`config.mk`:
```
export PLATFORM = sky130hd
export DESIGN_NAME = dtsl_core
export DESIGN_NICKNAME = d
export VERILOG_FILES = /design/src/inc/dtsl_pkg.sv /design/src/rtl/dtsl_core.sv /design/src/rtl/dtsl_cmp.sv /design/src/rtl/dtsl_fifo.sv
export SDC_FILE = /design/constraint.sdc
export NUM_CORES = 1
export LEC_CHECK = 0
export ABC_AREA = 1
export CORE_MARGIN = 3
export CORE_UTILIZATION = 39
export CTS_BUF_LIST = sky130_fd_sc_hd__clkbuf_16
export CTS_CLUSTER_DIAMETER = 80
export CTS_CLUSTER_SIZE = 24
export DETAILED_ROUTE_END_ITERATION = 8
export DONT_BUFFER_PORTS = 1
export HOLD_SLACK_MARGIN = 0.12
export PLACE_DENSITY = 0.63
export SLEW_MARGIN = 20
export SYNTH_ARGS = -nofsm -noshare
export SYNTH_HDL_FRONTEND = slang
export SYNTH_SLANG_ARGS = --single-unit
export TNS_END_PERCENT = 1
```
`constraint.sdc`:
```
create_clock -name clk_i -period 2.65 [get_ports clk_i]
set_clock_uncertainty 0.2 [all_clocks]
set_input_delay 0.53 -clock clk_i [delete_from_list [all_inputs] [get_ports clk_i]]
set_output_delay 0.53 -clock clk_i [all_outputs]
set_load 0.02 [all_outputs]
```
`src/inc/dtsl_pkg.sv`:
```
// package of the debug trigger and status logic: offsets, fields, modes
// assumes a 32-bit apb slave and a cpu bus with 16-bit addresses
package dtsl_pkg;

  // ----------------------------------------------------------------
  // register byte offsets
  // ----------------------------------------------------------------
  localparam logic [11:0] OFF_TRIG_CFG   = 12'h000;
  localparam logic [11:0] OFF_RUN_STATUS = 12'h004;
  localparam logic [11:0] OFF_DEBUG_CTRL = 12'h008;
  localparam logic [11:0] OFF_FIFO_HIGH  = 12'h00C;
  localparam logic [11:0] OFF_FIFO_LOW   = 12'h010;

  // ----------------------------------------------------------------
  // field positions
  // ----------------------------------------------------------------
  localparam int CFG_TAG_BIT   = 7;
  localparam int CFG_BEGIN_BIT = 6;
  localparam logic [7:0] CFG_WRITE_MASK = 8'hCF;
  localparam int CTL_EN_BIT    = 7;
  localparam int CTL_ARM_BIT   = 6;
  localparam int CTL_RWA_BIT   = 3;
  localparam int CTL_RWAEN_BIT = 2;
  localparam int CTL_RWB_BIT   = 1;
  localparam int CTL_RWBEN_BIT = 0;
  localparam int ST_AF_BIT     = 7;
  localparam int ST_BF_BIT     = 6;
  localparam int ST_RUN_ARMED_STATUS_BIT   = 5;

  // ----------------------------------------------------------------
  // reset values and sizes
  // ----------------------------------------------------------------
  localparam logic [7:0] CFG_RESET  = 8'h00;
  localparam logic [7:0] CTL_RESET  = 8'h00;
  localparam logic [3:0] CNT_RESET  = 4'h0;
  localparam logic [3:0] FIFO_DEPTH = 4'h8;

  // ----------------------------------------------------------------
  // trigger modes
  // ----------------------------------------------------------------
  typedef enum logic [3:0] {
    MODE_A_ONLY     = 4'h0,
    MODE_A_OR_B     = 4'h1,
    MODE_A_THEN_B   = 4'h2,
    MODE_EV_B       = 4'h3,
    MODE_A_THEN_EVB = 4'h4,
    MODE_A_AND_BD   = 4'h5,
    MODE_A_NOT_BD   = 4'h6,
    MODE_INSIDE     = 4'h7,
    MODE_OUTSIDE    = 4'h8
  } dtsl_mode_t;

  // run states
  typedef enum logic [1:0] {
    ST_IDLE       = 2'b00,
    ST_END_TRACE  = 2'b01,
    ST_BEGIN_WAIT = 2'b10,
    ST_BEGIN_FILL = 2'b11
  } dtsl_state_t;

  // one cpu bus access as seen by the comparators
  typedef struct packed {
    logic        valid;
    logic        rd;
    logic [15:0] addr;
    logic [7:0]  data;
  } dtsl_access_t;

endpackage

```
`src/rtl/dtsl_core.sv`:
```
// debug trigger configuration, run control and status over apb
// assumes cpu access, opcode execute and change-of-flow inputs on clk_i
//
// Notes on behaviour
// [RULE1] trigger config always readable, written only while not armed
// [RULE2] trigger config bits 4 and 5 always read zero
// [RULE3] tag type waits for the matched opcode to execute; force fires
// [RULE4] begin bit 0 fills circularly until trigger; 1 trigger starts fill
// [RULE5] event-only modes ignore begin bit and always run begin traces
// [RULE6] modes 0 to 6 select A, A or B, A then B, event and data modes
// [RULE7] mode 7 triggers inside A..B inclusive, mode 8 outside it
// [RULE8] mode codes 9 to 15 never trigger
// [RULE9] run status register is read only
// [RULE10] match A flag clears at run start, sets on an A match
// [RULE11] match B flag clears at run start, sets on a B match
// [RULE12] armed status mirrors arm bit while enabled; arm write sets it
// [RULE13] begin trace ends on fifo full, end trace on trigger
// [RULE14] writing arm 0 or enable 0 ends the run
// [RULE15] valid count clears at start, holds fifo words at run end
// [RULE16] valid count does not drop as the fifo is read
// [RULE17] host keeps its own tally of words left while reading
// [RULE18] enable cannot become 1 while the device is secure
// [RULE19] low byte read advances the fifo, high byte read does not; the code advances it only while not armed
// [RULE20] flags and count hold after run end until the next arm
`timescale 1ns/1ps
module dtsl_core (
  // clock and reset
  input  wire logic                  clk_i,
  input  wire logic                  nrst_i,
  // apb slave
  input  wire logic                  psel_i,
  input  wire logic                  penable_i,
  input  wire logic                  pwrite_i,
  input  wire logic [11:0]           paddr_i,
  input  wire logic [31:0]           pwdata_i,
  output logic      [31:0]           prdata_o,
  output logic                       pready_o,
  output logic                       pslverr_o,
  // cpu side
  input  wire dtsl_pkg::dtsl_access_t access_i,
  input  wire logic                  exec_valid_i,
  input  wire logic [15:0]           exec_addr_i,
  input  wire logic                  cof_valid_i,
  input  wire logic [15:0]           cof_addr_i,
  input  wire logic [15:0]           last_opcode_addr_i,
  input  wire logic                  secure_i,
  // comparator values
  input  wire logic [15:0]           cmp_a_value_i,
  input  wire logic [15:0]           cmp_b_value_i,
  // run outputs
  output logic                       trigger_o,
  output logic                       armed_o
);
  // ----------------------------------------------------------------
  // declarations
  // ----------------------------------------------------------------
  dtsl_pkg::dtsl_state_t state_reg, state_next;
  logic [7:0]  cfg_reg;
  logic [7:0]  ctl_reg;
  logic        af_reg, bf_reg, a_seen_reg, tag_pend_reg;
  logic [15:0] tag_addr_reg;
  logic [3:0]  cnt_reg;
  logic        pready_reg;
  logic        done, wr_done, rd_done, armed, start, stop, run_end;
  logic        hit_cfg, hit_st, hit_ctl, hit_fh, hit_fl, hit_any;
  logic        a_eq, a_lt, a_gt, b_eq, b_lt, b_gt, bd_eq;
  logic        raw_trig, trig_event, ev_mode, ev_store, push, pop;
  logic        tag_sel, new_en;
  logic [3:0]  mode;
  logic [15:0] push_data, head;
  logic [3:0]  fifo_cnt;
  logic        fifo_full;

  assign done    = psel_i && penable_i && pready_reg;
  assign wr_done = done && pwrite_i;
  assign rd_done = done && !pwrite_i;
  assign hit_cfg = (paddr_i == dtsl_pkg::OFF_TRIG_CFG);
  assign hit_st  = (paddr_i == dtsl_pkg::OFF_RUN_STATUS);
  assign hit_ctl = (paddr_i == dtsl_pkg::OFF_DEBUG_CTRL);
  assign hit_fh  = (paddr_i == dtsl_pkg::OFF_FIFO_HIGH);
  assign hit_fl  = (paddr_i == dtsl_pkg::OFF_FIFO_LOW);
  assign hit_any = hit_cfg || hit_st || hit_ctl || hit_fh || hit_fl;
  assign armed   = (state_reg != dtsl_pkg::ST_IDLE);
  assign mode    = cfg_reg[3:0];
  assign tag_sel = cfg_reg[dtsl_pkg::CFG_TAG_BIT];
  assign new_en  = pwdata_i[dtsl_pkg::CTL_EN_BIT] && !secure_i;

  // ----------------------------------------------------------------
  // comparators
  // ----------------------------------------------------------------
  dtsl_cmp u_cmp_a (
    .valid_i  (access_i.valid),
    .rd_i     (access_i.rd),
    .addr_i   (access_i.addr),
    .value_i  (cmp_a_value_i),
    .rw_en_i  (ctl_reg[dtsl_pkg::CTL_RWAEN_BIT]),
    .rw_val_i (ctl_reg[dtsl_pkg::CTL_RWA_BIT]),
    .eq_o     (a_eq),
    .below_o  (a_lt),
    .above_o  (a_gt)
  );
  dtsl_cmp u_cmp_b (
    .valid_i  (access_i.valid),
    .rd_i     (access_i.rd),
    .addr_i   (access_i.addr),
    .value_i  (cmp_b_value_i),
    .rw_en_i  (ctl_reg[dtsl_pkg::CTL_RWBEN_BIT]),
    .rw_val_i (ctl_reg[dtsl_pkg::CTL_RWB_BIT]),
    .eq_o     (b_eq),
    .below_o  (b_lt),
    .above_o  (b_gt)
  );
  // full modes: B holds a data byte, qualified by B read/write
  assign bd_eq = (b_eq || b_lt || b_gt) &&
                 (access_i.data == cmp_b_value_i[7:0]);

  // ----------------------------------------------------------------
  // trigger decode
  // ----------------------------------------------------------------
  always_comb begin
    raw_trig = 1'b0;
    ev_mode  = 1'b0;
    case (mode)
      dtsl_pkg::MODE_A_ONLY:     raw_trig = a_eq; // [RULE6]
      dtsl_pkg::MODE_A_OR_B:     raw_trig = a_eq || b_eq; // [RULE6]
      dtsl_pkg::MODE_A_THEN_B:   raw_trig = a_seen_reg && b_eq; // [RULE6]
      dtsl_pkg::MODE_EV_B: begin
        raw_trig = b_eq; // [RULE6]
        ev_mode  = 1'b1;
      end
      dtsl_pkg::MODE_A_THEN_EVB: begin
        raw_trig = a_eq; // [RULE6]
        ev_mode  = 1'b1;
      end
      dtsl_pkg::MODE_A_AND_BD:   raw_trig = a_eq && bd_eq; // [RULE6]
      dtsl_pkg::MODE_A_NOT_BD:   raw_trig = a_eq && !bd_eq; // [RULE6]
      dtsl_pkg::MODE_INSIDE:
        raw_trig = access_i.valid && !a_lt && !b_gt && (a_eq || a_gt); // [RULE7]
      dtsl_pkg::MODE_OUTSIDE:    raw_trig = a_lt || b_gt; // [RULE7]
      default:                   raw_trig = 1'b0; // [RULE8]
    endcase
  end

  // tag waits for execution of the matched opcode
  assign trig_event = armed && (tag_sel ?
                      (tag_pend_reg && exec_valid_i &&
                       exec_addr_i == tag_addr_reg) : raw_trig); // [RULE3]

  // ----------------------------------------------------------------
  // run state
  // ----------------------------------------------------------------
  assign start = wr_done && hit_ctl && !armed && new_en &&
                 pwdata_i[dtsl_pkg::CTL_ARM_BIT]; // [RULE12]
  assign stop  = wr_done && hit_ctl && armed &&
                 (!pwdata_i[dtsl_pkg::CTL_ARM_BIT] || !new_en); // [RULE14]

  always_comb begin
    state_next = state_reg;
    case (state_reg)
      dtsl_pkg::ST_IDLE: begin
        if (start) begin
          if (ev_mode || cfg_reg[dtsl_pkg::CFG_BEGIN_BIT]) begin
            state_next = dtsl_pkg::ST_BEGIN_WAIT; // [RULE4] [RULE5]
          end else begin
            state_next = dtsl_pkg::ST_END_TRACE; // [RULE4]
          end
        end
      end
      dtsl_pkg::ST_END_TRACE: begin
        if (trig_event) begin
          state_next = dtsl_pkg::ST_IDLE; // [RULE13]
        end
      end
      dtsl_pkg::ST_BEGIN_WAIT: begin
        if (trig_event) begin
          state_next = dtsl_pkg::ST_BEGIN_FILL; // [RULE4]
        end
      end
      dtsl_pkg::ST_BEGIN_FILL: begin
        if (fifo_full) begin
          state_next = dtsl_pkg::ST_IDLE; // [RULE13]
        end
      end
      default: state_next = dtsl_pkg::ST_IDLE;
    endcase
    if (stop) begin
      state_next = dtsl_pkg::ST_IDLE; // [RULE14]
    end
  end

  assign run_end = armed && (state_next == dtsl_pkg::ST_IDLE);

  always_ff @(posedge clk_i or negedge nrst_i) begin
    if (!nrst_i) begin
      state_reg <= dtsl_pkg::ST_IDLE;
    end else begin
      state_reg <= state_next;
    end
  end

  // ----------------------------------------------------------------
  // fifo feed
  // ----------------------------------------------------------------
  assign ev_store = ev_mode && b_eq &&
                    (state_reg == dtsl_pkg::ST_BEGIN_FILL ||
                     (state_reg == dtsl_pkg::ST_BEGIN_WAIT &&
                      mode == dtsl_pkg::MODE_EV_B && trig_event));
  assign push = !fifo_full || state_reg == dtsl_pkg::ST_END_TRACE ?
                (ev_store || (!ev_mode && cof_valid_i &&
                 (state_reg == dtsl_pkg::ST_END_TRACE ||
                  state_reg == dtsl_pkg::ST_BEGIN_FILL))) : 1'b0;
  // event data has an empty high byte, so a high read shows zero
  assign push_data = ev_mode ? {8'h00, access_i.data} : cof_addr_i;
  // reads while armed never advance: sequencing would break
  assign pop = rd_done && hit_fl && !armed; // [RULE19]

  dtsl_fifo u_fifo (
    .clk_i       (clk_i),
    .nrst_i      (nrst_i),
    .clear_i     (start),
    .realign_i   (run_end),
    .push_i      (push),
    .push_data_i (push_data),
    .pop_i       (pop),
    .pop_fill_i  (last_opcode_addr_i),
    .head_o      (head),
    .count_o     (fifo_cnt),
    .full_o      (fifo_full)
  );

  // ----------------------------------------------------------------
  // configuration and control registers
  // ----------------------------------------------------------------
  always_ff @(posedge clk_i or negedge nrst_i) begin
    if (!nrst_i) begin
      cfg_reg <= dtsl_pkg::CFG_RESET;
    end else if (wr_done && hit_cfg && !armed) begin // [RULE1]
      cfg_reg <= pwdata_i[7:0] & dtsl_pkg::CFG_WRITE_MASK; // [RULE2]
    end
  end

  always_ff @(posedge clk_i or negedge nrst_i) begin
    if (!nrst_i) begin
      ctl_reg <= dtsl_pkg::CTL_RESET;
    end else if (wr_done && hit_ctl) begin
      ctl_reg <= {new_en, 1'b0, pwdata_i[5:0]}; // [RULE18]
    end
  end

  // ----------------------------------------------------------------
  // match tracking and flags
  // ----------------------------------------------------------------
  always_ff @(posedge clk_i or negedge nrst_i) begin
    if (!nrst_i) begin
      af_reg       <= 1'b0;
      bf_reg       <= 1'b0;
      a_seen_reg   <= 1'b0;
      tag_pend_reg <= 1'b0;
      tag_addr_reg <= 16'h0000;
    end else if (start) begin
      af_reg       <= 1'b0; // [RULE10]
      bf_reg       <= 1'b0; // [RULE11]
      a_seen_reg   <= 1'b0;
      tag_pend_reg <= 1'b0;
    end else if (armed) begin
      if (a_eq) begin
        af_reg     <= 1'b1; // [RULE10]
        a_seen_reg <= 1'b1;
      end
      if (b_eq) begin
        bf_reg <= 1'b1; // [RULE11]
      end
      if (tag_sel && raw_trig) begin
        tag_pend_reg <= 1'b1; // [RULE3]
        tag_addr_reg <= access_i.addr;
      end
    end
  end

  always_ff @(posedge clk_i or negedge nrst_i) begin
    if (!nrst_i) begin
      cnt_reg <= dtsl_pkg::CNT_RESET;
    end else if (start) begin
      cnt_reg <= dtsl_pkg::CNT_RESET; // [RULE15]
    end else if (run_end) begin
      cnt_reg <= push && !fifo_full ? fifo_cnt + 4'h1 : fifo_cnt; // [RULE15]
    end
  end

  // ----------------------------------------------------------------
  // apb read path and outputs; status has no write path
  // ----------------------------------------------------------------
  always_ff @(posedge clk_i or negedge nrst_i) begin
    if (!nrst_i) begin
      pready_reg <= 1'b0;
      prdata_o   <= 32'h0000_0000;
      pslverr_o  <= 1'b0;
    end else begin
      pready_reg <= psel_i && penable_i && !pready_reg;
      pslverr_o  <= psel_i && penable_i && !pready_reg && !hit_any;
      if (psel_i && penable_i && !pready_reg && !pwrite_i) begin
        prdata_o <= 32'h0000_0000;
        if (hit_cfg) prdata_o[7:0] <= cfg_reg;
        if (hit_st)  prdata_o[7:0] <= {af_reg, bf_reg,
                                       armed && ctl_reg[7],
                                       1'b0, cnt_reg}; // [RULE9] [RULE12]
        if (hit_ctl) prdata_o[7:0] <= {ctl_reg[7], armed, ctl_reg[5:0]};
        if (hit_fh)  prdata_o[7:0] <= head[15:8];
        if (hit_fl)  prdata_o[7:0] <= head[7:0];
      end
    end
  end
  assign pready_o = pready_reg;

  always_ff @(posedge clk_i or negedge nrst_i) begin
    if (!nrst_i) begin
      trigger_o <= 1'b0;
      armed_o   <= 1'b0;
    end else begin
      trigger_o <= trig_event;
      armed_o   <= (state_next != dtsl_pkg::ST_IDLE);
    end
  end

  // ----------------------------------------------------------------
  // assertions
  // ----------------------------------------------------------------
  property p_cfg_locked;
    @(posedge clk_i) disable iff (!nrst_i)
      armed && wr_done && hit_cfg |=> $stable(cfg_reg);
  endproperty
  a_cfg_locked: assert property (p_cfg_locked) // [RULE1]
    else $error("trigger config changed while armed");

  property p_cfg_rsvd;
    @(posedge clk_i) disable iff (!nrst_i)
      wr_done && hit_cfg |=> cfg_reg[5:4] == 2'b00;
  endproperty
  a_cfg_rsvd: assert property (p_cfg_rsvd) // [RULE2]
    else $error("reserved config bits not zero");

  property p_force_end;
    @(posedge clk_i) disable iff (!nrst_i)
      !tag_sel && state_reg == dtsl_pkg::ST_END_TRACE && raw_trig
      |=> state_reg == dtsl_pkg::ST_IDLE ##1 !armed_o;
  endproperty
  a_force_end: assert property (p_force_end) // [RULE3] [RULE13]
    else $error("force trigger did not end the trace");

  property p_event_begin;
    @(posedge clk_i) disable iff (!nrst_i)
      start && ev_mode |=> state_reg == dtsl_pkg::ST_BEGIN_WAIT;
  endproperty
  a_event_begin: assert property (p_event_begin) // [RULE5]
    else $error("event mode run not a begin trace");

  property p_no_trig;
    @(posedge clk_i) disable iff (!nrst_i)
      mode > 4'h8 && !tag_sel |=> !trigger_o;
  endproperty
  a_no_trig: assert property (p_no_trig) // [RULE8]
    else $error("trigger in a no-trigger mode");

  property p_flags_clear;
    @(posedge clk_i) disable iff (!nrst_i)
      start |=> !af_reg && !bf_reg && cnt_reg == 4'h0;
  endproperty
  a_flags_clear: assert property (p_flags_clear) // [RULE10] [RULE11]
    else $error("flags not cleared at run start");

  property p_arm_mirror;
    @(posedge clk_i) disable iff (!nrst_i)
      start |=> armed_o && armed;
  endproperty
  a_arm_mirror: assert property (p_arm_mirror) // [RULE12]
    else $error("arm write did not arm");

  property p_manual_stop;
    @(posedge clk_i) disable iff (!nrst_i)
      stop |=> !armed ##1 !armed_o;
  endproperty
  a_manual_stop: assert property (p_manual_stop) // [RULE14]
    else $error("manual stop did not end the run");

  property p_cnt_hold;
    @(posedge clk_i) disable iff (!nrst_i)
      !armed && !start |=> $stable(cnt_reg);
  endproperty
  a_cnt_hold: assert property (p_cnt_hold) // [RULE16] [RULE20]
    else $error("valid count moved while idle");

  property p_cnt_max;
    @(posedge clk_i) disable iff (!nrst_i)
      cnt_reg <= 4'h8;
  endproperty
  a_cnt_max: assert property (p_cnt_max) // [RULE15]
    else $error("valid count above eight");

  property p_secure;
    @(posedge clk_i) disable iff (!nrst_i)
      $rose(ctl_reg[7]) |-> !$past(secure_i);
  endproperty
  a_secure: assert property (p_secure) // [RULE18]
    else $error("enable set while secure");

  c_end_trace: cover property (@(posedge clk_i) disable iff (!nrst_i)
    state_reg == dtsl_pkg::ST_END_TRACE ##1 state_reg == dtsl_pkg::ST_IDLE);
  c_begin_full: cover property (@(posedge clk_i) disable iff (!nrst_i)
    state_reg == dtsl_pkg::ST_BEGIN_FILL && fifo_full);
  c_profile: cover property (@(posedge clk_i) disable iff (!nrst_i)
    pop);
endmodule

```
`src/rtl/dtsl_cmp.sv`:
```
// one address comparator with read/write qualification
// assumes access fields are stable within the cycle they are valid
`timescale 1ns/1ps
module dtsl_cmp (
  // access under test
  input  wire logic                  valid_i,
  input  wire logic                  rd_i,
  input  wire logic [15:0]           addr_i,
  // compare value and qualifier
  input  wire logic [15:0]           value_i,
  input  wire logic                  rw_en_i,
  input  wire logic                  rw_val_i,
  // results
  output logic                       eq_o,
  output logic                       below_o,
  output logic                       above_o
);
  logic ok;
  // qualifier off means both reads and writes may match
  assign ok      = valid_i && (!rw_en_i || (rd_i == rw_val_i));
  assign eq_o    = ok && (addr_i == value_i);
  assign below_o = ok && (addr_i < value_i);
  assign above_o = ok && (addr_i > value_i);
endmodule

```
`src/rtl/dtsl_fifo.sv`:
```
// eight-word capture fifo with circular fill and profiling reads
// assumes clear, realign, push and pop come from the run logic
`timescale 1ns/1ps
module dtsl_fifo (
  // clock and reset
  input  wire logic        clk_i,
  input  wire logic        nrst_i,
  // run control
  input  wire logic        clear_i,
  input  wire logic        realign_i,
  // fill side
  input  wire logic        push_i,
  input  wire logic [15:0] push_data_i,
  // read side
  input  wire logic        pop_i,
  input  wire logic [15:0] pop_fill_i,
  output logic      [15:0] head_o,
  output logic      [3:0]  count_o,
  output logic             full_o
);
  logic [15:0] mem_reg [8];
  logic [2:0]  wr_ptr_reg;
  logic [2:0]  rd_ptr_reg;
  logic [3:0]  cnt_reg;

  assign head_o  = mem_reg[rd_ptr_reg];
  assign count_o = cnt_reg;
  assign full_o  = (cnt_reg == dtsl_pkg::FIFO_DEPTH);

  // ----------------------------------------------------------------
  // storage: on a pop the slot just read takes the profile address
  // ----------------------------------------------------------------
  always_ff @(posedge clk_i or negedge nrst_i) begin
    if (!nrst_i) begin
      for (int i = 0; i < 8; i++) begin
        mem_reg[i] <= 16'h0000;
      end
    end else if (push_i) begin
      mem_reg[wr_ptr_reg] <= push_data_i;
    end else if (pop_i) begin
      mem_reg[rd_ptr_reg] <= pop_fill_i; // [RULE19]
    end
  end

  // ----------------------------------------------------------------
  // pointers: realign points the reader at the oldest word
  // ----------------------------------------------------------------
  always_ff @(posedge clk_i or negedge nrst_i) begin
    if (!nrst_i) begin
      wr_ptr_reg <= 3'h0;
      rd_ptr_reg <= 3'h0;
      cnt_reg    <= dtsl_pkg::CNT_RESET;
    end else if (clear_i) begin
      wr_ptr_reg <= 3'h0;
      rd_ptr_reg <= 3'h0;
      cnt_reg    <= dtsl_pkg::CNT_RESET;
    end else begin
      if (push_i) begin
        wr_ptr_reg <= wr_ptr_reg + 3'h1;
        if (!full_o) begin
          cnt_reg <= cnt_reg + 4'h1;
        end
      end
      if (realign_i) begin
        // a push into a full fifo in the ending cycle drops the oldest
        rd_ptr_reg <= (push_i && full_o) ? wr_ptr_reg + 3'h1 :
                      wr_ptr_reg - cnt_reg[2:0];
      end else if (pop_i) begin
        rd_ptr_reg <= rd_ptr_reg + 3'h1; // [RULE19]
      end
    end
  end
endmodule

```
==> impl_metrics.py, run 1 <==
metrics = {
    "global_routing": {
        "grt_util_all_layers_pct": 26.1,
        "grt_start_max_net_pins": 189,
        "antenna_found_initial": 0,
        "overflow": 0,
        "grt_pass1_wl_um": 72500,
        "grt_pass1_vias": 12800,
    },
    "synth": {
        "synth-xor-area-share_pct": 1.45,
        "synth_top_cell_by_area": "dfrtp_1",
        "synth_compound_area_share_pct": 7.60,
        "syn_inst": 1839,
        "syn_area_mm2": 0.0127,
        "muxShareOfSynthArea_pct": 1.51,
        "synth_top_area_share_pct": 37.0,
        "synth_top_family_by_area": "simple AND/OR/NAND/NOR gates",
        "avgSynthCellArea_um2": 6.91,
        "synthArstFlopShare_pct": 100,
        "ys_ff_latch": 188,
        "yosys.area_share.adder_pct": 3.80,
        "ys_warn_count": 0,
        "synth_ff_type": "dfrtp_1",
        "seq_area_frac_synth_pct": 37.0,
        "synth_edf_count": 0,
        "synth.area.top_cells": "dfrtp_1 37%, nand2_1 21%, nand3_1 7.0%",
        "synth.distinct_cells": 52,
        "synth_most_common_cell": "nand2_1",
        "synth_common_cells": "709 x nand2_1, 188 x dfrtp_1, 177 x nand3_1, 171 x inv_1, 93 x nor2_1",
        "synth_simple_gate_area_share_pct": 37.9,
    },
    "worst_setup_path": {
        "crit_type": "register to register",
        "critPathMaxStageDelay_ns": 0.37,
        "crit_chain": "inv_1 > nor2_1 > nand2_1 > nand2_4 > inv_4 > buf_4 > nand3_1 > a21oi_2 > a21oi_2 > nand4_2 > nand3_2 > nand2_2 > nand2_2 > nand2_4 > nand2_8 > buf_12 > buf_8 > o21ai_4 > nand2_4 > inv_6 > clkbuf_16 > nand2_2 > nand2_1",
        "cp-start-kind": "register",
        "arrival_ns": 3.03,
        "cp_max_fo": 7,
        "reg2reg_depth": 23,
        "cpMaxStageDelayCell": "dfrtp_1",
        "critical_path.endpoint_type": "register",
        "worstPathRequired_ns": 2.81,
    },
    "sta": {
        "tightest_slew_ns": 0.749,
        "period_share_pct": 108,
        "slew-limit-headroom_pct": 49.5,
        "grt_setup_unrepaired": "true",
        "hold_slack_ns": -0.434,
        "final_max_slew_viol_count": 0,
        "fin_ws_ns": -0.218,
        "setup_tns_ns": -19.99,
        "hold_violations": 188,
        "finalSetupViolations": 144,
        "fmax_mhz": 349,
        "final.min_clock_period_ns": 2.87,
    },
    "cts": {
        "clock_latency_ns": 0.46,
        "cts_tree": "done",
        "clock-root-buffer": "clkbuf_16",
        "cts_buffers": 17,
        "cts_sinks": 188,
        "clkTransAtPathRegs_ns": 0.08,
        "ctsHtreeMaxLevel": 4,
        "cts.path.max_buffers": 2,
    },
    "placement": {
        "port_buffers": 0,
        "hpwl_um": 32300,
        "post-place-ws_ns": -0.574,
        "place.gp.congestion": 0.892,
    },
    "cells_and_area": {
        "nets": 2203,
        "diodes": 0,
        "largest_reg_flops": 128,
        "areaGrowthSynthToFinish_pct": 27.1,
        "post_route_cells_drive_above_1_share_pct": 19.7,
        "fillers": 2998,
    },
    "power_and_ir_drop": {
        "power_uw": 6200,
        "p_per_area_mw_per_mm2": 384,
        "power_leakage_uw": 0.00828,
        "ir_drop_mv": 0.518,
    },
    "detailed_routing": {
        "vias_per_cell": 5.42,
        "ant_nets": 0,
        "drtIter0Drc": 1471,
        "vias": 13300,
        "routed_wl_um": 46500,
        "firstDrtPassIters": 6,
        "drc": 0,
        "post_drt_wl_per_cell_um": 18.9,
    },
    "floorplan": {
        "core_area_mm2": 0.0318,
        "rows": 65,
        "die_h_um": 186,
        "die_w_um": 186,
        "ios": 194,
        "die_area_mm2": 0.0348,
        "initial_core_util_pct": 39.9,
    },
    "run_status": {
        "status": "finished, violations left",
        "violations": "hold timing, setup timing",
    },
    "worst_hold_path": {
        "hold_class": "input pin to async pin",
    },
    "job": {
        "cap_violations": 0,
    },
}
==> through the flow <==
| step | instance area (µm²) | util (%) | hold slack, ns | std cells |
|---|---|---|---|---|
| floorplan | 13100 | - | 0.0344 | 1862 |
| global placement | 14600 | 45.9 | 0.0401 | 2357 |
| detailed placement | 14600 | 45.9 | 0.0397 | 2357 |
| CTS | 15900 | 49.9 | -0.438 | 2446 |
| global route | 16100 | 50.8 | -0.456 | 2455 |
| finish | 16100 | 50.8 | -0.434 | 2455 |
==> placed cells by master (no fill, tap or decap), types with 7 or more instances in the layout <==
cell and count:
a21oi_1 26, a221oi_1 11, a22o_1 7, a22oi_1 19
buf_12 26, buf_4 157, buf_6 11, clkbuf_16 18
conb_1 24, dfrtp_1 188, dlygate4sd3_1 43, ha_1 23
ha_4 14, inv_1 157, inv_2 20, mux2_2 17
nand2_1 678, nand2_2 36, nand3_1 171, nand4_1 70
nor2_1 77, nor2_2 19, nor2_4 10, nor3_1 13
nor4_1 7, o21ai_0 43, o21ai_1 16, o22ai_1 8
xnor2_1 12, xor2_1 9
==> worst paths after layout <==
kind	from	to	slack (ns)
max in group asynchronous	nrst_i	u_fifo.mem_reg[8]$_DFFE_PN0P_	2.34
setup reg to reg	ctl_reg[0]$_DFFE_PN0P_	u_fifo.mem_reg[58]$_DFFE_PN0P_	-0.22
setup / recovery	ctl_reg[0]$_DFFE_PN0P_	u_fifo.mem_reg[58]$_DFFE_PN0P_	-0.22
min in group clk_i	last_opcode_addr_i[11]	u_fifo.mem_reg[91]$_DFFE_PN0P_	0.10
hold reg to reg	u_fifo.mem_reg[37]$_DFFE_PN0P_	u_fifo.mem_reg[37]$_DFFE_PN0P_	0.28
hold / removal	nrst_i	tag_addr_reg[14]$_DFFE_PN0P_	-0.43
==> per-layer routing <==
| layer | vias to the layer above | global-route usage [%] | part of all wire (%) |
|---|---|---|---|
| li1 | 6225 | - | - |
| met1 | 6266 | 34.8 | 41 |
| met2 | 706 | 42.5 | 47 |
| met3 | 104 | 5.84 | 9.6 |
| met4 | 0 | 7.88 | 2.8 |
| met5 | - | 0 | 0 |
==> critical path, delay by kind of cell, from the launching register on <==
kind | cells | cell delay (ns)
compound gates | 3 | 0.28
buf+inv | 7 | 0.74
flops | 1 | 0.37
simple gates | 13 | 1.18
==> layout make-up <==
class                   count  area [µm²]  area share (%)
inverters                 186         728            4.51
clock inverters            15         160           0.992
well taps                 435         544            3.37
repair buffers            241        2350            14.5
flip-flops and latches    188        4700            29.1
multi-input cells        1373        7240            44.8
clock buffers              17         425            2.63
==> logic make-up after synthesis <==
logic type                 after synthesis
adders and majority gates               38
xor gates and xnor gates                21
DFF                                    188
muxes                                   17
and+or+nand+nor                       1116
AOI/OAI and AO/OA                      155
other                                    1
buffers and inverters                  303
==> timing repair <==
item | CTS | global route
setup buffers | 13 | 6
endpoints found under the setup margin | 139 | 168
gates resized for setup | 36 | 52
pin swaps | 15 | 24
cloned | 2 | 2
hold endpoints to repair | 320 | 192
hold buffers | 42 | 1
==> report_power, final <==
group	internal, µW	switching, µW
clock	1340	1320
combinational	273	378
sequential	2880	15.0
(Power assumes the default switching activity.)
==> run 2: changes to the inputs <==
--- a/config.mk
+++ b/config.mk
@@ -5,7 +5,6 @@
 export SDC_FILE = /design/constraint.sdc
 export NUM_CORES = 1
 export LEC_CHECK = 0
-export ABC_AREA = 1
 export CORE_MARGIN = 3
 export CORE_UTILIZATION = 39
 export CTS_BUF_LIST = sky130_fd_sc_hd__clkbuf_16
@@ -14,7 +13,7 @@
 export DETAILED_ROUTE_END_ITERATION = 8
 export DONT_BUFFER_PORTS = 1
 export HOLD_SLACK_MARGIN = 0.12
-export PLACE_DENSITY = 0.63
+export PLACE_DENSITY_LB_ADDON = 0.05
 export SLEW_MARGIN = 20
 export SYNTH_ARGS = -nofsm -noshare
 export SYNTH_HDL_FRONTEND = slang
==> run 2 against run 1 <==
Net effect: the flow still finishes with violations (hold timing, setup timing); final cell count is 32% lower; worst hold slack improved by 0.0031 ns; critical path depth down 13; wire length decreased by 9.1%; sequential share of layout area up 3.7 points; worst setup slack worse by 0.15 ns; largest power group unchanged; highest routed layer unchanged.
==> impl_metrics.py, run 2 <==
metrics = {
    "run_status": {
        "violations": "hold timing, setup timing",
        "status": "finished, violations left",
    },
    "job": {
        "cap_violations": 0,
    },
    "detailed_routing": {
        "vias": 9924,
        "wl_met1_um": 18600,
        "drtIter0Drc": 811,
        "firstDrtPassIters": 5,
        "met3_length_um": 2700,
        "drc": 0,
        "vias_per_cell": 5.95,
        "ant_nets": 0,
        "post_drt_wl_per_cell_um": 25.4,
        "wl_met2_um": 20000,
        "routed_wl_um": 42300,
        "top_layer_used": "met4",
    },
    "synth": {
        "synth_top_area_share_pct": 42.3,
        "synth_ff_type": "dfrtp_1",
        "synth.area.top_cells": "dfrtp_1 42%, ha_1 4.2%, a221o_1 4.1%",
        "synth_common_cells": "188 x dfrtp_1, 112 x nor2_1, 79 x inv_1, 69 x nand2_1, 47 x clkbuf_1",
        "synth_edf_count": 0,
        "ys_warn_count": 0,
        "ys_ff_latch": 188,
        "synth_top_cell_by_area": "dfrtp_1",
        "avgSynthCellArea_um2": 9.93,
        "seq_area_frac_synth_pct": 42.3,
        "syn_area_mm2": 0.0111,
        "synth.distinct_cells": 77,
        "synth_most_common_cell": "dfrtp_1",
        "synthArstFlopShare_pct": 100,
        "syn_inst": 1119,
    },
    "sta": {
        "fin_ws_ns": -0.369,
        "finalSetupViolations": 151,
        "final.min_clock_period_ns": 3.02,
        "tightest_slew_ns": 0.612,
        "period_share_pct": 114,
        "hold_slack_ns": -0.431,
        "fmax_mhz": 331,
        "grt_setup_unrepaired": "true",
        "final_max_slew_viol_count": 0,
        "setup_tns_ns": -34.84,
        "slew-limit-headroom_pct": 59.2,
        "hold_violations": 188,
    },
    "worst_setup_path": {
        "cp-start-kind": "register",
        "cp_max_fo": 5,
        "cpLargestDelayFamily": "compound AO/OA/AOI/OAI gates",
        "critPathMaxStageDelay_ns": 0.41,
        "crit_type": "register to register",
        "crit_top_cell": "nand4_1",
        "crit_chain": "xor2_2 > nor4_2 > nand4_1 > o21a_1 > buf_4 > o31ai_4 > nand4_1 > a21boi_4 > buf_12 > a221o_1",
        "cpMaxStageDelayCell": "dfrtp_1",
        "critical_path.endpoint_type": "register",
        "worstPathRequired_ns": 2.77,
        "path_buf_inv": 2,
        "arrival_ns": 3.14,
    },
    "floorplan": {
        "die_h_um": 175,
        "die_w_um": 175,
        "core_area_mm2": 0.0279,
        "die_area_mm2": 0.0306,
        "ios": 194,
        "rows": 61,
        "initial_core_util_pct": 39.8,
    },
    "power_and_ir_drop": {
        "swShare_pct": 26.5,
        "power_leakage_uw": 0.00671,
        "seq_power_share_pct": 47.8,
        "combPwrFrac_pct": 7.8,
        "ir_drop_mv": 0.428,
        "p_per_area_mw_per_mm2": 429,
        "p_sw_uw": 1630,
        "p_int_uw": 4530,
        "clkPwrFrac_pct": 44.4,
    },
    "cells_and_area": {
        "diodes": 0,
        "post_route_cells_drive_above_1_share_pct": 29.6,
        "final_cell_mix": "188 x dfrtp_1, 145 x buf_4, 111 x nor2_1, 70 x inv_1, 65 x nand2_1",
        "areaGrowthSynthToFinish_pct": 29.1,
        "largest_reg_flops": 128,
        "nets": 1473,
        "fillers": 2585,
        "final_common_cell": "dfrtp_1",
    },
    "cts": {
        "cts_sinks": 188,
        "ctsHtreeMaxLevel": 4,
        "cts_tree": "done",
        "clock_latency_ns": 0.45,
        "cts.path.max_buffers": 2,
        "clkTransAtPathRegs_ns": 0.08,
        "clock-root-buffer": "clkbuf_16",
        "cts_buffers": 17,
    },
    "global_routing": {
        "grt_start_max_net_pins": 189,
        "overflow": 0,
        "antenna_found_initial": 1,
        "grt_pass1_wl_um": 63900,
        "grt_util_all_layers_pct": 27.5,
        "grt_pass1_vias": 10100,
    },
    "placement": {
        "hpwl_um": 29200,
        "place.gp.congestion": 0.868,
        "port_buffers": 0,
    },
    "worst_hold_path": {
        "hold_class": "input pin to async pin",
    },
}
run 2: changes by cell type in the layout (fill, tap and decap cells not counted), moves of 30 or more:
cell and delta:
nand2_1 -613, nand3_1 -154, inv_1 -87, a221o_1 +45, nand4_1 -38, nand2_2 -34
nor2_1 +34, o21ai_0 -31, o221a_2 +30
run 2: logic make-up (layout without fill, tap and decap cells):
| group | Yosys count | after routing | share of synthesized area (%) |
|---|---|---|---|
| and+or+nand+nor | 311 | 312 | 14.1 |
| AOI/OAI and AO/OA | 310 | 310 | 23.6 |
| DFF | 188 | 188 | 42.3 |
| buffers and inverters | 183 | 330 | 7.43 |
| muxes | 57 | 57 | 5.81 |
| adders and majority gates | 38 | 38 | 4.34 |
| xor gates and xnor gates | 31 | 31 | 2.44 |
| other | 1 | 24 | 0.0337 |
run 2: per-stage QoR:
| step | setup WS, ns | utilization, % | instances | area (µm²) | total power [µW] |
|---|---|---|---|---|---|
| floorplan | -0.648 | - | 1142 | 11300 | 3290 |
| global placement | -0.681 | 45.5 | 1584 | 12700 | 3350 |
| detailed placement | -0.759 | 45.5 | 1584 | 12700 | 3360 |
| CTS | -0.303 | 50.4 | 1666 | 14100 | 6180 |
| global route | -0.467 | 51.4 | 1668 | 14300 | 6380 |
| finish | -0.369 | 51.4 | 1668 | 14300 | 6160 |
run 2: power by group through the flow:
stage / sequential (µW) / clock, µW / combinational (µW)
6_report: 2940 / 2730 / 479
5_1_grt: 2950 / 2900 / 526
4_1_cts: 2940 / 2770 / 466
3_5_place_dp: 3000 / 0 / 359
3_3_place_gp: 3000 / 0 / 354
2_1_floorplan: 2990 / 0 / 293
run 2: layout make-up:
class | instances | area (µm²) | share of cell area [%]
inverters | 79 | 322 | 2.24
multi-input cells | 772 | 6260 | 43.6
clock inverters | 15 | 179 | 1.25
clock buffers | 17 | 425 | 2.97
well taps | 378 | 473 | 3.30
flip-flops and latches | 188 | 4700 | 32.8
repair buffers | 219 | 1990 | 13.8
run 2: timing repair:
| action | CTS | global route |
|---|---|---|
| resized for setup | 60 | 40 |
| buffers inserted | 5 | 1 |
| hold buffers | 43 | 1 |
| pin swaps | 21 | 21 |
| hold endpoints to repair | 327 | 189 |
| cloned | 2 | 1 |
| setup endpoints to repair | 156 | 162 |
run 2: worst reg2reg max path, cell delays in order, from the launching register on:
cell      delay [ns]
dfrtp_1         0.41
xor2_2          0.16
nor4_2          0.31
nand4_1         0.24
o21a_1          0.26
buf_4           0.15
o31ai_4         0.29
nand4_1         0.20
a21boi_4        0.22
buf_12          0.15
a221o_1         0.32
run 2: metal layers:
layer	up-vias	track usage (%)
li1	4443	-
met1	5025	37.7
met2	392	44.6
met3	64	5.08
met4	0	7.95
met5	-	0
run 2: worst paths after layout:
| path | startpoint | to | slack (ns) | cells past startpoint |
|---|---|---|---|---|
| max | tag_addr_reg[6]$_DFFE_PN0P_ | u_fifo.mem_reg[10]$_DFFE_PN0P_ | -0.37 | 10 |
| min | nrst_i | tag_addr_reg[8]$_DFFE_PN0P_ | -0.43 | 0 |
| max reg2reg | tag_addr_reg[6]$_DFFE_PN0P_ | u_fifo.mem_reg[10]$_DFFE_PN0P_ | -0.37 | 10 |
| min reg2reg | tag_pend_reg$_DFFE_PN0P_ | tag_pend_reg$_DFFE_PN0P_ | 0.28 | 1 |
| max in group asynchronous | nrst_i | cfg_reg[0]$_DFFE_PN0P_ | 2.15 | 0 |
| min in group clk_i | last_opcode_addr_i[2] | u_fifo.mem_reg[114]$_DFFE_PN0P_ | 0.13 | 2 |
==> run 3: changes to the inputs <==
--- a/config.mk
+++ b/config.mk
@@ -5,6 +5,7 @@
 export SDC_FILE = /design/constraint.sdc
 export NUM_CORES = 1
 export LEC_CHECK = 0
+export CORE_ASPECT_RATIO = 0.5
 export CORE_MARGIN = 3
 export CORE_UTILIZATION = 39
 export CTS_BUF_LIST = sky130_fd_sc_hd__clkbuf_16
==> run 3 against run 2 <==
Net effect: the run still ends with hold timing, setup timing left; final cell count is 0.36% lower; register-to-register slack better by 0.02 ns; fmax increased by 0.83%; sequential power is essentially flat; first-iteration DRC count rose by 29%; clock power is 8.4% lower; wire length rose by 2.7%; combinational power about the same; flip-flop and latch count did not move; critical endpoint is now u_fifo.mem_reg[84]$_DFFE_PN0P_; largest cell class unchanged.
==> impl_metrics.py, run 3 (synthesized netlist as in run 2, its figures left out) <==
metrics = {
    "run_status": {
        "status": "finished, violations left",
        "violations": "hold timing, setup timing",
    },
    "detailed_routing": {
        "drc": 0,
        "post_drt_wl_per_cell_um": 26.1,
        "ant_nets": 0,
        "vias_per_cell": 6.09,
        "firstDrtPassIters": 6,
        "drtIter0Drc": 1047,
        "vias": 10100,
        "routed_wl_um": 43400,
    },
    "global_routing": {
        "grt_util_all_layers_pct": 28.0,
        "grt_pass1_wl_um": 64600,
        "antenna_found_initial": 2,
        "grt_pass1_vias": 10100,
        "grt_start_max_net_pins": 189,
        "overflow": 0,
    },
    "cts": {
        "cts.path.max_buffers": 2,
        "hold_buffers": 43,
        "clock-root-buffer": "clkbuf_16",
        "cts_sinks": 188,
        "ctsHtreeMaxLevel": 4,
        "cts_tree": "done",
        "clkTransAtPathRegs_ns": 0.07,
        "cts_buffers": 17,
        "clock_latency_ns": 0.47,
    },
    "worst_setup_path": {
        "cpMaxStageDelayCell": "o31ai_4",
        "cp_max_fo": 5,
        "critPathMaxStageDelay_ns": 0.42,
        "cp-start-kind": "register",
        "rrSetupSlack_ns": -0.34,
        "arrival_ns": 3.14,
        "crit_type": "register to register",
        "crit_chain": "xor2_1 > nor4_2 > nand4_1 > o21a_1 > o31ai_4 > buf_6 > buf_4 > nand3_2 > buf_4 > o22a_1 > o21a_1",
        "critical_path.endpoint_type": "register",
        "worstPathRequired_ns": 2.80,
    },
    "floorplan": {
        "die_area_mm2": 0.0307,
        "rows": 42,
        "core_area_mm2": 0.0272,
        "ios": 194,
        "initial_core_util_pct": 40.8,
        "die_h_um": 125,
        "die_w_um": 245,
    },
    "placement": {
        "port_buffers": 0,
        "place.gp.congestion": 0.886,
        "hpwl_um": 30500,
        "place_area_mm2": 0.0127,
    },
    "power_and_ir_drop": {
        "p_sw_uw": 1540,
        "p_int_uw": 4370,
        "clkPwrFrac_pct": 42.2,
        "power_leakage_uw": 0.00659,
        "power_uw": 5910,
        "combPwrFrac_pct": 8.1,
        "swShare_pct": 26.1,
        "p_per_area_mw_per_mm2": 424,
        "seq_power_share_pct": 49.7,
        "ir_drop_mv": 0.480,
    },
    "cells_and_area": {
        "final_cell_mix": "188 x dfrtp_1, 153 x buf_4, 112 x nor2_1, 75 x inv_1, 67 x nand2_1",
        "final_common_cell": "dfrtp_1",
        "post_route_cells_drive_above_1_share_pct": 26.9,
        "areaGrowthSynthToFinish_pct": 25.6,
        "largest_reg_flops": 128,
        "nets": 1470,
        "fillers": 2551,
        "fin_area_mm2": 0.0140,
    },
    "sta": {
        "setup_tns_ns": -35.35,
        "fin_ws_ns": -0.344,
        "period_share_pct": 113,
        "fmax_mhz": 334,
        "final_max_slew_viol_count": 0,
        "slew-limit-headroom_pct": 52.0,
        "hold_violations": 188,
        "final.min_clock_period_ns": 2.99,
        "grt_setup_unrepaired": "true",
        "hold_slack_ns": -0.434,
        "finalSetupViolations": 150,
        "tightest_slew_ns": 0.720,
    },
    "worst_hold_path": {
        "hold_class": "input pin to async pin",
    },
    "job": {
        "cap_violations": 0,
    },
}
==> run 3: changes by cell type in the layout (fill, tap and decap cells not counted), moves of 4 or more <==
cell      change
a221oi_1      +7
inv_1         +5
buf_12        -4
ha_1          +5
mux2_2        -5
xor2_1        +4
buf_6         -5
ha_4          -5
a221oi_2      -7
mux2_4        +5
buf_4         +8
xor2_2        -4
==> run 3: timing repair <==
item | in CTS | in global routing
pin swaps | 6 | 6
cloned | 0 | 1
hold endpoints to repair | 344 | 188
resized for setup | 19 | 46
endpoints found under the setup margin | 157 | 163
buffers inserted | 0 | 1
==> run 3: final cells by class <==
class	count	area, µm²	area share [%]
diodes	1	2.50	0.0179
clock buffers	17	425	3.05
clock inverters	15	110	0.789
inverters	79	317	2.27
multi-input cells	772	6060	43.4
flip-flops and latches	188	4700	33.7
well taps	374	468	3.35
repair buffers	216	1870	13.4
==> run 3: final timing paths <==
kind,from,end,cells past startpoint
max in group asynchronous,nrst_i,u_fifo.mem_reg[93]$_DFFE_PN0P_,0
worst min register to register,u_fifo.mem_reg[87]$_DFFE_PN0P_,u_fifo.mem_reg[87]$_DFFE_PN0P_,1
worst min-delay path,nrst_i,u_fifo.mem_reg[87]$_DFFE_PN0P_,0
worst max-delay path,tag_addr_reg[0]$_DFFE_PN0P_,u_fifo.mem_reg[84]$_DFFE_PN0P_,11
min in group clk_i,last_opcode_addr_i[4],u_fifo.mem_reg[84]$_DFFE_PN0P_,2
worst max register to register,tag_addr_reg[0]$_DFFE_PN0P_,u_fifo.mem_reg[84]$_DFFE_PN0P_,11
==> run 3: per-stage QoR <==
stage               setup WS [ns]  std cells  util [%]
floorplan                  -0.648       1142         -
global placement           -0.647       1584      46.5
detailed placement         -0.688       1584      46.5
CTS                        -0.346       1659      50.4
global route               -0.462       1662      51.3
finish                     -0.344       1662      51.3
==> run 3: power groups by stage <==
stage	sequential [µW]	combinational (µW)	clock (µW)
6_report	2940	476	2500
3_3_place_gp	3000	361	0
5_1_grt	2940	520	2660
3_5_place_dp	3000	372	0
2_1_floorplan	2990	293	0
4_1_cts	2940	461	2520
==> run 3: per-layer routing <==
layer	up-vias	track usage (%)	part of all wire, %
met1	5159	39.8	45
met3	61	7.89	8.7
met2	459	41.9	44
met4	0	7.76	1.9
li1	4448	-	-
met5	-	0	0
==> run 3: worst max-delay path: cells and delay by family, from the launching register on <==
family                 cells  cell delay (ns)
AO/OA/AOI/OAI              4             0.97
AND/OR/NAND/NOR            3             0.63
buffers and inverters      3             0.50
flip-flops                 1             0.39
XOR/XNOR                   1             0.19
